$ cat src/rtl/fmac_pkg.sv
// fmac_pkg: constants and types of the flash plane and mode access control
// assumes a 20 MHz system clock and a 32-bit APB register port
package fmac_pkg;
  localparam int ADDR_W = 19;
  localparam int PADDR_W = 8;
  localparam int BAUD_W = 16;
  // register offsets (byte addresses)
  localparam logic [7:0] OFS_CTRL = 8'h00;
  localparam logic [7:0] OFS_PLANE = 8'h04;
  localparam logic [7:0] OFS_KEY = 8'h08;
  localparam logic [7:0] OFS_CODE = 8'h0c;
  localparam logic [7:0] OFS_STATUS = 8'h10;
  localparam logic [7:0] OFS_BAUD = 8'h14;
  // field positions
  localparam int CTRL_PGM_EN_BIT = 0;
  localparam int CTRL_VEC_DONE_BIT = 1;
  localparam int CODE_DL_BIT = 0;
  localparam int CODE_FWE_BIT = 1;
  localparam int STAT_MODE_LSB = 0;
  localparam int STAT_PHASE_LSB = 4;
  localparam int STAT_SETTLE_BIT = 8;
  // reset values and key values
  localparam logic [7:0] KEY_RESET = 8'h00;
  localparam logic [7:0] KEY_PROG = 8'ha5;
  localparam logic [7:0] KEY_DL = 8'h5a;
  // plane geometry and erase block layout
  localparam logic [ADDR_W-1:0] UB_SIZE = 19'h02000;
  localparam logic [ADDR_W-1:0] SMALL_END = 19'h08000;
  localparam logic [ADDR_W-1:0] MID_END = 19'h10000;
  localparam logic [3:0] BLK_MID = 4'h8;
  // mode pin codes sampled at reset
  localparam logic [2:0] MP_ROM_OFF = 3'h0;
  localparam logic [2:0] MP_BOOT = 3'h1;
  localparam logic [2:0] MP_USER_BOOT = 3'h2;
  localparam logic [2:0] MP_PROM = 3'h3;
  // access kinds
  localparam logic [1:0] KIND_READ = 2'h0;
  localparam logic [1:0] KIND_PROG = 2'h1;
  localparam logic [1:0] KIND_ERASE_BLK = 2'h2;
  localparam logic [1:0] KIND_ERASE_ALL = 2'h3;
  // vector fetch sources
  localparam logic [1:0] VEC_USER = 2'h0;
  localparam logic [1:0] VEC_UBOOT = 2'h1;
  localparam logic [1:0] VEC_EMB = 2'h2;
  localparam logic [1:0] VEC_NONE = 2'h3;
  // timing
  localparam int CLK_MHZ = 20;
  localparam int SETTLE_US = 100;
  localparam int SETTLE_CYC = SETTLE_US * CLK_MHZ;
  localparam int SETTLE_W = 12;
  localparam int BAUD_BITS = 9;
  typedef enum logic [2:0] {
    FM_ROM_OFF = 3'h0, FM_USER = 3'h1, FM_USER_PROG = 3'h3,
    FM_USER_BOOT = 3'h2, FM_BOOT = 3'h6, FM_PROM = 3'h7
  } fmac_mode_t;
  typedef enum logic [1:0] {
    PH_STRAP = 2'b00, PH_VECTOR = 2'b01, PH_RUN = 2'b11, PH_ERASE = 2'b10
  } fmac_phase_t;
  typedef enum logic [1:0] {
    AB_IDLE = 2'b00, AB_COUNT = 2'b01, AB_LOCK = 2'b11
  } fmac_baud_t;
endpackage

$ cat src/rtl/fmac_sync.sv
// fmac_sync: two-flop synchroniser for pins from outside the clock domain
// assumes the pins are quasi-static levels; no reset so straps pass in reset
`timescale 1ns/10ps
`default_nettype none
module fmac_sync #(
  parameter int W = 1
) (
  input wire logic clk,
  input wire logic [W-1:0] d,
  output logic [W-1:0] q
);
  logic [W-1:0] meta;
  initial begin
    if (W < 1) $error("fmac_sync width must be at least 1");
  end
  // first stage feeds only the second stage
  always_ff @(posedge clk) begin
    meta <= d;
    q <= meta;
  end
endmodule
`default_nettype wire

$ cat src/rtl/fmac_decode.sv
// fmac_decode: address to erase block number and user boot range check
// assumes a 19-bit byte address into the user plane
`timescale 1ns/10ps
`default_nettype none
module fmac_decode
  import fmac_pkg::*;
(
  input wire logic [fmac_pkg::ADDR_W-1:0] addr,
  output logic [3:0] blk,
  output logic ub_over
);
  import fmac_pkg::*;
  // ascending blocks: eight small, one middle, seven large
  function automatic logic [3:0] blk_of(input logic [ADDR_W-1:0] a);
    logic [3:0] b;
    b = 4'h0;
    if (a < SMALL_END) begin
      b = {1'b0, a[14:12]};
    end else if (a < MID_END) begin
      b = BLK_MID;
    end else begin
      b = BLK_MID + {1'b0, a[18:16]};
    end
    return b;
  endfunction
  // block layout and plane bound
  always_comb begin
    blk = blk_of(addr); // [RULE11] [RULE21]
    ub_over = (addr >= UB_SIZE); // [RULE10]
  end
endmodule
`default_nettype wire

$ cat src/rtl/fmac_top.sv
// fmac_top: flash plane and operating mode access control with APB registers
// assumes APB master and flash access requester on REF_CLK, pins asynchronous
`timescale 1ns/10ps
`default_nettype none
// Function
// RULE1: sample mode pins and write-enable pin in reset, enter mode on release
// RULE2: ROM-invalid mode blocks all flash reads, programs and erases
// RULE3: user mode allows reads, rejects programming and erasing
// RULE4: on-board program and erase only in user program, user boot, boot modes
// RULE5: programmer mode reads, programs, erases both planes; erase is whole only
// RULE6: both planes share start address; plane select register steers accesses
// RULE7: power-on start from user plane in user mode, boot plane in user boot
// RULE8: user boot reset fetches embedded vector first, boot plane vector after check
// RULE9: boot plane programming only in boot mode and programmer mode
// RULE10: boot plane addresses past 8 kbytes read back undefined
// RULE11: user plane erases in 16 blocks: seven 64k, one 32k, eight 4k
// RULE12: boot mode auto-erases both planes; no reads or block erase before
// RULE13: agent programs each 128-byte unit once, only when fully erased
// RULE14: leaving boot or user boot mode needs mode change and reset
// RULE15: program enable bit toggles user and user program mode without reset
// RULE16: boot mode takes serial data and matches the host bit rate
// RULE17: software protection by key register, hardware by write-enable pin
// RULE18: on-chip routines in RAM program and erase via interface registers
// RULE19: download request bit with key register starts routine download
// RULE20: software sets program enable bit before programming or erasing
// RULE21: erase block numbers ascend from plane start address
module fmac_top
  import fmac_pkg::*;
(
  input wire logic REF_CLK,
  input wire logic RST_B,
  input wire logic PSEL,
  input wire logic PENABLE,
  input wire logic PWRITE,
  input wire logic [fmac_pkg::PADDR_W-1:0] PADDR,
  input wire logic [31:0] PWDATA,
  output logic [31:0] PRDATA,
  output logic PREADY,
  output logic PSLVERR,
  input wire logic [2:0] MODE_PINS,
  input wire logic FWE_PIN,
  input wire logic RXD,
  input wire logic ACC_REQ,
  input wire logic [1:0] ACC_KIND,
  input wire logic [fmac_pkg::ADDR_W-1:0] ACC_ADDR,
  output logic ACC_DONE,
  output logic ACC_OK,
  output logic ACC_UNDEF,
  output logic ACC_PLANE,
  output logic [3:0] ACC_BLOCK,
  output logic [1:0] VEC_SRC,
  output logic AUTO_ERASE_REQ,
  input wire logic AUTO_ERASE_DONE,
  output logic DL_REQ,
  input wire logic DL_DONE,
  output logic [fmac_pkg::BAUD_W-1:0] BAUD_DIV,
  output logic [2:0] MODE_STATE
);
  import fmac_pkg::*;

  logic [4:0] pins_s;
  logic fwe_s, rxd_s;
  logic started, next_started;
  fmac_mode_t mode, next_mode;
  fmac_phase_t phase, next_phase;
  logic pgm_en, next_pgm_en;
  logic plane_sel, next_plane_sel;
  logic [7:0] key, next_key;
  logic dl, next_dl;
  logic [SETTLE_W-1:0] settle, next_settle;
  logic [1:0] next_vec;
  logic next_aer;
  logic [31:0] next_prdata;
  logic next_pready, next_pslverr;
  logic wr_go, rd_setup, vec_done_wr;
  logic [3:0] blk;
  logic ub_over;
  logic next_done, next_ok, next_undef;
  logic pe_base, onboard;
  fmac_baud_t ab, next_ab;
  logic [BAUD_W-1:0] ab_cnt, next_ab_cnt, next_baud;
  logic rxd_d, next_rxd_d;

  initial begin
    if (SETTLE_CYC >= (1 << SETTLE_W)) $error("settle count too wide");
  end

  fmac_sync #(.W(5)) u_sync (
    .clk(REF_CLK),
    .d({RXD, FWE_PIN, MODE_PINS}),
    .q(pins_s)
  );
  assign fwe_s = pins_s[3];
  assign rxd_s = pins_s[4];

  fmac_decode u_dec (
    .addr(ACC_ADDR),
    .blk(blk),
    .ub_over(ub_over)
  );

  // APB decode: answer in the access phase's first edge
  always_comb begin
    rd_setup = PSEL && !PENABLE;
    wr_go = PSEL && PENABLE && PREADY && PWRITE;
    vec_done_wr = wr_go && (PADDR == OFS_CTRL) && PWDATA[CTRL_VEC_DONE_BIT];
    next_pready = rd_setup;
    next_pslverr = 1'b0;
    next_prdata = 32'h0;
    next_pgm_en = pgm_en;
    next_plane_sel = plane_sel;
    next_key = key;
    next_dl = dl;
    if (rd_setup) begin
      unique case (PADDR)
        OFS_CTRL: next_prdata[CTRL_PGM_EN_BIT] = pgm_en;
        OFS_PLANE: next_prdata[0] = plane_sel;
        OFS_KEY: next_prdata[7:0] = key;
        OFS_CODE: begin
          next_prdata[CODE_DL_BIT] = dl;
          next_prdata[CODE_FWE_BIT] = fwe_s; // [RULE17]
        end
        OFS_STATUS: begin
          next_prdata[STAT_MODE_LSB +: 3] = mode;
          next_prdata[STAT_PHASE_LSB +: 2] = phase;
          next_prdata[STAT_SETTLE_BIT] = (settle != '0);
        end
        OFS_BAUD: next_prdata[BAUD_W-1:0] = BAUD_DIV;
        default: next_pslverr = 1'b1;
      endcase
    end
    if (wr_go) begin
      unique case (PADDR)
        OFS_CTRL: next_pgm_en = PWDATA[CTRL_PGM_EN_BIT]; // [RULE15]
        OFS_PLANE: next_plane_sel = PWDATA[0]; // [RULE6]
        OFS_KEY: next_key = PWDATA[7:0]; // [RULE17]
        default: ;
      endcase
    end
    // completion clears, a new request in the same cycle wins
    if (DL_DONE) next_dl = 1'b0;
    if (wr_go && (PADDR == OFS_CODE) && PWDATA[CODE_DL_BIT] && (key == KEY_DL)) begin
      next_dl = 1'b1; // [RULE19] [RULE18]
    end
  end

  always_ff @(posedge REF_CLK or negedge RST_B) begin
    if (!RST_B) begin
      PRDATA <= 32'h0;
      PREADY <= 1'b0;
      PSLVERR <= 1'b0;
      pgm_en <= 1'b0;
      plane_sel <= 1'b0;
      key <= KEY_RESET;
      dl <= 1'b0;
    end else begin
      PRDATA <= next_prdata;
      PREADY <= next_pready;
      PSLVERR <= next_pslverr;
      pgm_en <= next_pgm_en;
      plane_sel <= next_plane_sel;
      key <= next_key;
      dl <= next_dl;
    end
  end
  assign DL_REQ = dl;

  // mode capture after release, boot sequencing, settle wait
  always_comb begin
    next_started = 1'b1;
    next_mode = mode;
    next_phase = phase;
    next_settle = settle;
    if (settle != '0) next_settle = settle - 1'b1;
    if (!started) begin
      unique case (pins_s[2:0]) // [RULE1]
        MP_ROM_OFF: next_mode = FM_ROM_OFF;
        MP_BOOT: next_mode = pins_s[3] ? FM_BOOT : FM_USER;
        MP_USER_BOOT: next_mode = pins_s[3] ? FM_USER_BOOT : FM_USER;
        MP_PROM: next_mode = FM_PROM;
        default: next_mode = FM_USER;
      endcase
    end else begin
      // only user and user program interchange; others hold until reset
      if (mode == FM_USER && pgm_en) next_mode = FM_USER_PROG; // [RULE15] [RULE14]
      if (mode == FM_USER_PROG && !pgm_en) begin
        next_mode = FM_USER; // [RULE15]
        next_settle = SETTLE_CYC[SETTLE_W-1:0];
      end
    end
    unique case (phase)
      PH_STRAP: begin
        if (started) begin
          if (mode == FM_BOOT) next_phase = PH_ERASE; // [RULE12]
          else if (mode == FM_USER_BOOT) next_phase = PH_VECTOR; // [RULE8]
          else next_phase = PH_RUN;
        end
      end
      PH_VECTOR: if (vec_done_wr) next_phase = PH_RUN; // [RULE8]
      PH_ERASE: if (AUTO_ERASE_DONE) next_phase = PH_RUN; // [RULE12]
      PH_RUN: ;
    endcase
    next_aer = (next_phase == PH_ERASE); // [RULE12]
    if (next_mode == FM_ROM_OFF || !started) next_vec = VEC_NONE;
    else if (next_mode == FM_BOOT || next_phase == PH_VECTOR) next_vec = VEC_EMB; // [RULE8]
    else if (next_mode == FM_USER_BOOT) next_vec = VEC_UBOOT; // [RULE7]
    else next_vec = VEC_USER; // [RULE7]
  end

  always_ff @(posedge REF_CLK or negedge RST_B) begin
    if (!RST_B) begin
      started <= 1'b0;
      mode <= FM_ROM_OFF;
      phase <= PH_STRAP;
      settle <= '0;
      VEC_SRC <= VEC_NONE;
      AUTO_ERASE_REQ <= 1'b0;
    end else begin
      started <= next_started;
      mode <= next_mode;
      phase <= next_phase;
      settle <= next_settle;
      VEC_SRC <= next_vec;
      AUTO_ERASE_REQ <= next_aer;
    end
  end
  assign MODE_STATE = mode;

  // access check, answered one edge after the request
  always_comb begin
    onboard = (mode == FM_USER_PROG) || (mode == FM_USER_BOOT) || (mode == FM_BOOT); // [RULE4]
    pe_base = fwe_s && (phase == PH_RUN) &&
              ((onboard && key == KEY_PROG) || mode == FM_PROM); // [RULE17] [RULE5]
    next_ok = 1'b0;
    next_undef = 1'b0;
    unique case (ACC_KIND)
      KIND_READ: begin
        next_ok = (mode != FM_ROM_OFF) && (phase != PH_ERASE) && (phase != PH_STRAP)
                  && (settle == '0); // [RULE2] [RULE3] [RULE12]
        next_undef = next_ok && plane_sel && ub_over; // [RULE10]
      end
      KIND_PROG: begin
        next_ok = pe_base && (!plane_sel || mode == FM_BOOT || mode == FM_PROM); // [RULE9] [RULE3]
      end
      KIND_ERASE_BLK: begin
        next_ok = pe_base && !plane_sel && (mode != FM_PROM); // [RULE5] [RULE11]
      end
      KIND_ERASE_ALL: begin
        next_ok = pe_base && (!plane_sel || mode == FM_BOOT || mode == FM_PROM); // [RULE5]
      end
    endcase
    next_done = ACC_REQ;
    if (!ACC_REQ) begin
      next_ok = 1'b0;
      next_undef = 1'b0;
    end
  end

  always_ff @(posedge REF_CLK or negedge RST_B) begin
    if (!RST_B) begin
      ACC_DONE <= 1'b0;
      ACC_OK <= 1'b0;
      ACC_UNDEF <= 1'b0;
      ACC_PLANE <= 1'b0;
      ACC_BLOCK <= 4'h0;
    end else begin
      ACC_DONE <= next_done;
      ACC_OK <= next_ok;
      ACC_UNDEF <= next_undef;
      ACC_PLANE <= plane_sel; // [RULE6]
      ACC_BLOCK <= blk; // [RULE11]
    end
  end

  // bit rate detect: time the low run of a zero byte from the host
  always_comb begin
    next_ab = ab;
    next_ab_cnt = ab_cnt;
    next_baud = BAUD_DIV;
    next_rxd_d = rxd_s;
    unique case (ab)
      AB_IDLE: begin
        next_ab_cnt = '0;
        if (mode == FM_BOOT && rxd_d && !rxd_s) next_ab = AB_COUNT; // [RULE16]
      end
      AB_COUNT: begin
        if (ab_cnt != '1) next_ab_cnt = ab_cnt + 1'b1;
        if (rxd_s) begin
          next_baud = BAUD_W'(({16'h0, ab_cnt} + 32'd1) / BAUD_BITS); // [RULE16]
          next_ab = AB_LOCK;
        end
      end
      AB_LOCK: ;
      default: next_ab = AB_IDLE;
    endcase
  end

  always_ff @(posedge REF_CLK or negedge RST_B) begin
    if (!RST_B) begin
      ab <= AB_IDLE;
      ab_cnt <= '0;
      BAUD_DIV <= '0;
      rxd_d <= 1'b1;
    end else begin
      ab <= next_ab;
      ab_cnt <= next_ab_cnt;
      BAUD_DIV <= next_baud;
      rxd_d <= next_rxd_d;
    end
  end
endmodule
`default_nettype wire

$ cat config.mk
export PLATFORM = sky130hd
export DESIGN_NAME = fmac_top
export DESIGN_NICKNAME = d
export VERILOG_FILES = /design/src/rtl/fmac_pkg.sv /design/src/rtl/fmac_sync.sv /design/src/rtl/fmac_decode.sv /design/src/rtl/fmac_top.sv
export SDC_FILE = /design/constraint.sdc
export NUM_CORES = 1
export LEC_CHECK = 0
export ABC_AREA = 1
export BUFFER_PORTS_ARGS = -buffer_cell sky130_fd_sc_hd__buf_2
export CAP_MARGIN = 20
export CORE_ASPECT_RATIO = 0.6
export CORE_MARGIN = 1.5
export CORE_UTILIZATION = 35
export DETAILED_ROUTE_END_ITERATION = 6
export GPL_TIMING_DRIVEN = 0
export RECOVER_POWER = 100
export SLEW_MARGIN = 20
export SYNTH_ARGS = -nofsm -noshare
export SYNTH_HDL_FRONTEND = slang
export SYNTH_SLANG_ARGS = --single-unit
export TNS_END_PERCENT = 30
$ cat constraint.sdc
create_clock -name REF_CLK -period 7.1 [get_ports REF_CLK]
set_input_delay 0.355 -clock REF_CLK [delete_from_list [all_inputs] [get_ports REF_CLK]]
set_output_delay 0.355 -clock REF_CLK [all_outputs]
set_load 0.02 [all_outputs]
==> results.md <==
* Status: finished with violations
* Violated checks: max-capacitance violations, max-slew violations
* Hold crit path type: in2reg
* Post-Place Cell Area at 6850 um^2
* Final Cycle Share at 95.9%
* # nets final at 1055
* Setup Crit Path Kind: reg2reg
* Routed WL per cell at 14.3 um
* Setup crit end: BAUD_DIV[0]$_DFFE_PN0P_
* Max rail drop VDD at 0.128 mV
* Reg clk slew, reported paths at 70 ps
* CP max stage delay at 400 ps
* Fin area at 7710 um^2
* HPWL Detailed at 12.9 mm
* Post-Place Setup Slack at -426 ps
* Kind of end point of the critical path: register
* Synth unique cells at 49
* FF-to-FF path depth at 59
* Die width at 173 um
* Req. time, crit path at 7350 ps
* EDFF count, synth at 0
* Clock Path Buffers at 2
* Clock tree from TritonCTS: done
* PortBufs at 82
* Fmax at 0.147 GHz
* TritonRoute pass-1 iters at 5
* Synth Flop Type: dfrtp_1
* Global route total overflow at 0
* Synth-to-Final Area Change at 27.6%
* Tot Pwr at 1.56 mW
* Antenna violations before repair at 0
* GP Congestion at 0.875
* Fraction of registers with async set/reset at 89.9%
* Setup crit start kind: register
* RSZ-0062 raised after global routing: true
* RR Endpoint: BAUD_DIV[0]$_DFFE_PN0P_
* Least-Margin Pin Slew at 3890 ps
* Yosys warns at 0
* Clock H-tree levels at 3
* Tmin final at 6810 ps
* GRT Total Usage at 19.2%
* Ant. Diodes at 0
* RR Startpoint: ab_cnt[1]$_DFFE_PN0P_
* Layout fillers at 1718
* DR DRC count at 0
* Power Dens Cells at 202 nW/um^2
* Global-route wire length before repair at 27.2 mm
* Final setup viols at 0
* # rows at 36
* Mapped Area at 6050 um^2
* Max Cap Viol at 1
* Setup tns final at 0 ps
* Largest net degree at the start of global routing at 72
* Cell count after synthesis at 829
* Final Skew at 11.9 ps
* Final core occ at 46.5%
* Sink Count at 99
* CP most frequent cell: nand2_4
* Die H at 105 um
* Clk_lat worst skew at 360 ps
* Root Driver: clkbuf_16
* Antenna Violating Nets Remaining at 0
* Hold Crit Start: RXD
* Layout cells sized above 1 at 25.3%
* # IOs at 139
* Via density at 4.76
* Effective utilization at floorplan at 36.5%
* Final Hold Fails at 0
* Core footprint at 16600 um^2
* Synth Area per Inst at 7.29 um^2
* Vias in the first global route at 5127
* Register bit total from synthesis at 99
* Final Max Slew Viols at 72
* DR iter-0 viols at 357
* Routed WL at 17.3 mm
* Max_slew headroom at -159%
* Via count of the routed design at 5753
* Seq/Total Area, Yosys at 40.2%
* Critical path launch point: ab_cnt[1]$_DFFE_PN0P_
* Worst path slowest cell: dfrtp_1
* Final WS setup at 288 ps
* Reg-to-reg setup timing slack at 290 ps
* Maximum fanout along the worst path at 6
* Leak at 3.87 nW
* CTS Buf Count at 9
* Critical path arrival at 7070 ps
* Die area at 18100 um^2
sequential cells by signal, indices dropped and copies added, names as in the netlist, 2 cells and up:
| register | flops |
|---|---|
| ab | 2 |
| ACC_BLOCK | 4 |
| settle | 12 |
| BAUD_DIV | 14 |
| key | 8 |
| MODE_STATE | 3 |
| u_sync.q | 5 |
| u_sync.meta | 5 |
| phase | 2 |
| VEC_SRC | 2 |
| ab_cnt | 16 |
| PRDATA | 14 |
layout make-up:
class | instances | area [um^2] | area share, %
Tap cell | 228 | 285 | 3.70
Buffer | 24 | 173 | 2.24
Timing Repair Buffer | 116 | 604 | 7.83
Clock buffer | 11 | 233 | 3.02
Inverter | 138 | 519 | 6.73
Clock inverter | 5 | 55.1 | 0.714
Sequential cell | 99 | 2430 | 31.6
Multi-Input combinational cell | 587 | 3410 | 44.2
worst min path at each step:
stage,to,slack [ps],depth (start not counted)
2_1_floorplan,ACC_BLOCK[0]$_DFF_PN0_,60,0
3_3_place_gp,u_sync.q[2]$_DFF_P_,320,0
3_5_place_dp,BAUD_DIV[11]$_DFFE_PN0P_,210,1
4_1_cts,u_sync.meta[4]$_DFF_P_,90,1
5_1_grt,u_sync.meta[4]$_DFF_P_,80,1
6_report,u_sync.meta[4]$_DFF_P_,100,1
repair_timing:
action,in CTS,in global routing
endpoints found under the hold margin,18,0
resized for setup,13,88
pin swaps,9,43
setup buffers,10,22
hold buffers,1,0
setup endpoints to repair,2,2
worst max-delay path: cells and delay by family, from the launching register on:
| kind | cells | cell delay [ps] |
|---|---|---|
| adder cells (fa/ha/maj) | 1 | 180 |
| AND/OR/NAND/NOR | 55 | 5520 |
| flip-flops | 1 | 400 |
| XOR/XNOR | 1 | 220 |
| buffers and inverters | 2 | 340 |
cell usage after synthesis, drive strengths merged, types with 5 or more instances:
cell type  number  area (um^2)
nor2           82          347
dfxtp          10          200
nand4          27          194
ha              6         75.1
a21oi          22          110
o21ai          37          189
inv           132          495
dfrtp          86         2150
nand2         245         1060
clkinv          6         22.5
buf            21          161
xor2           15          131
nor3           20          100
o22ai          13         81.3
nor4            5         31.3
nand3          66          363
per-stage QoR:
step	std cells	hold WS [ps]
after global placement	1158	316
after CTS	1186	86.0
after detailed placement	1159	207
after floorplan	848	59.4
final	1208	95.3
after global routing	1208	84.8
placed cells by master, fill, tap and decap left out, types with 4 or more instances in the layout:
| cell | instances |
|---|---|
| nand2_1 | 178 |
| inv_1 | 111 |
| dfrtp_1 | 83 |
| nor2_1 | 70 |
| clkbuf_1 | 54 |
| buf_4 | 52 |
| nand3_1 | 49 |
| nand2_2 | 38 |
| buf_2 | 34 |
| nand2_4 | 27 |
| o21ai_0 | 25 |
| inv_2 | 24 |
| nand4_1 | 23 |
| a21oi_1 | 22 |
| conb_1 | 21 |
| nor3_1 | 19 |
| o22ai_1 | 13 |
| nand3_2 | 13 |
| xor2_1 | 12 |
| dfxtp_1 | 10 |
| clkbuf_16 | 9 |
| o21ai_1 | 7 |
| nor2_2 | 6 |
| nor4_1 | 5 |
| nor2_4 | 5 |
| o21ai_2 | 5 |
| nand3_4 | 4 |
| nand4_4 | 4 |
| ha_1 | 4 |
report_power, final:
part           leakage [nW]  internal [mW]  total [mW]  switching (mW)
clock                 0.136          0.272       0.488           0.215
combinational          2.52          0.146       0.421           0.275
sequential             1.21          0.609       0.653          0.0438
total                  3.87           1.03        1.56           0.534
kinds of logic (layout without fill, tap and decap cells):
logic type      after synthesis  after routing  share of synthesized area [%]
simple gates                449            449                           35.2
xor+xnor                     17             17                           2.46
other cells                   2             21                          0.124
fa+ha+maj                     6              6                           1.24
flops                        99             99                           40.2
compound gates               91             91                           8.79
mux                           3              3                          0.559
buf+inv                     162            294                           11.4
layer usage:
metal / share of wire [%] / track usage [%]
met5: 0 / 0
met4: 0.70 / 3.54
met3: 6.9 / 5.28
met2: 38 / 24.6
met1: 54 / 31.0
Power figures use the tool's default switching activity.
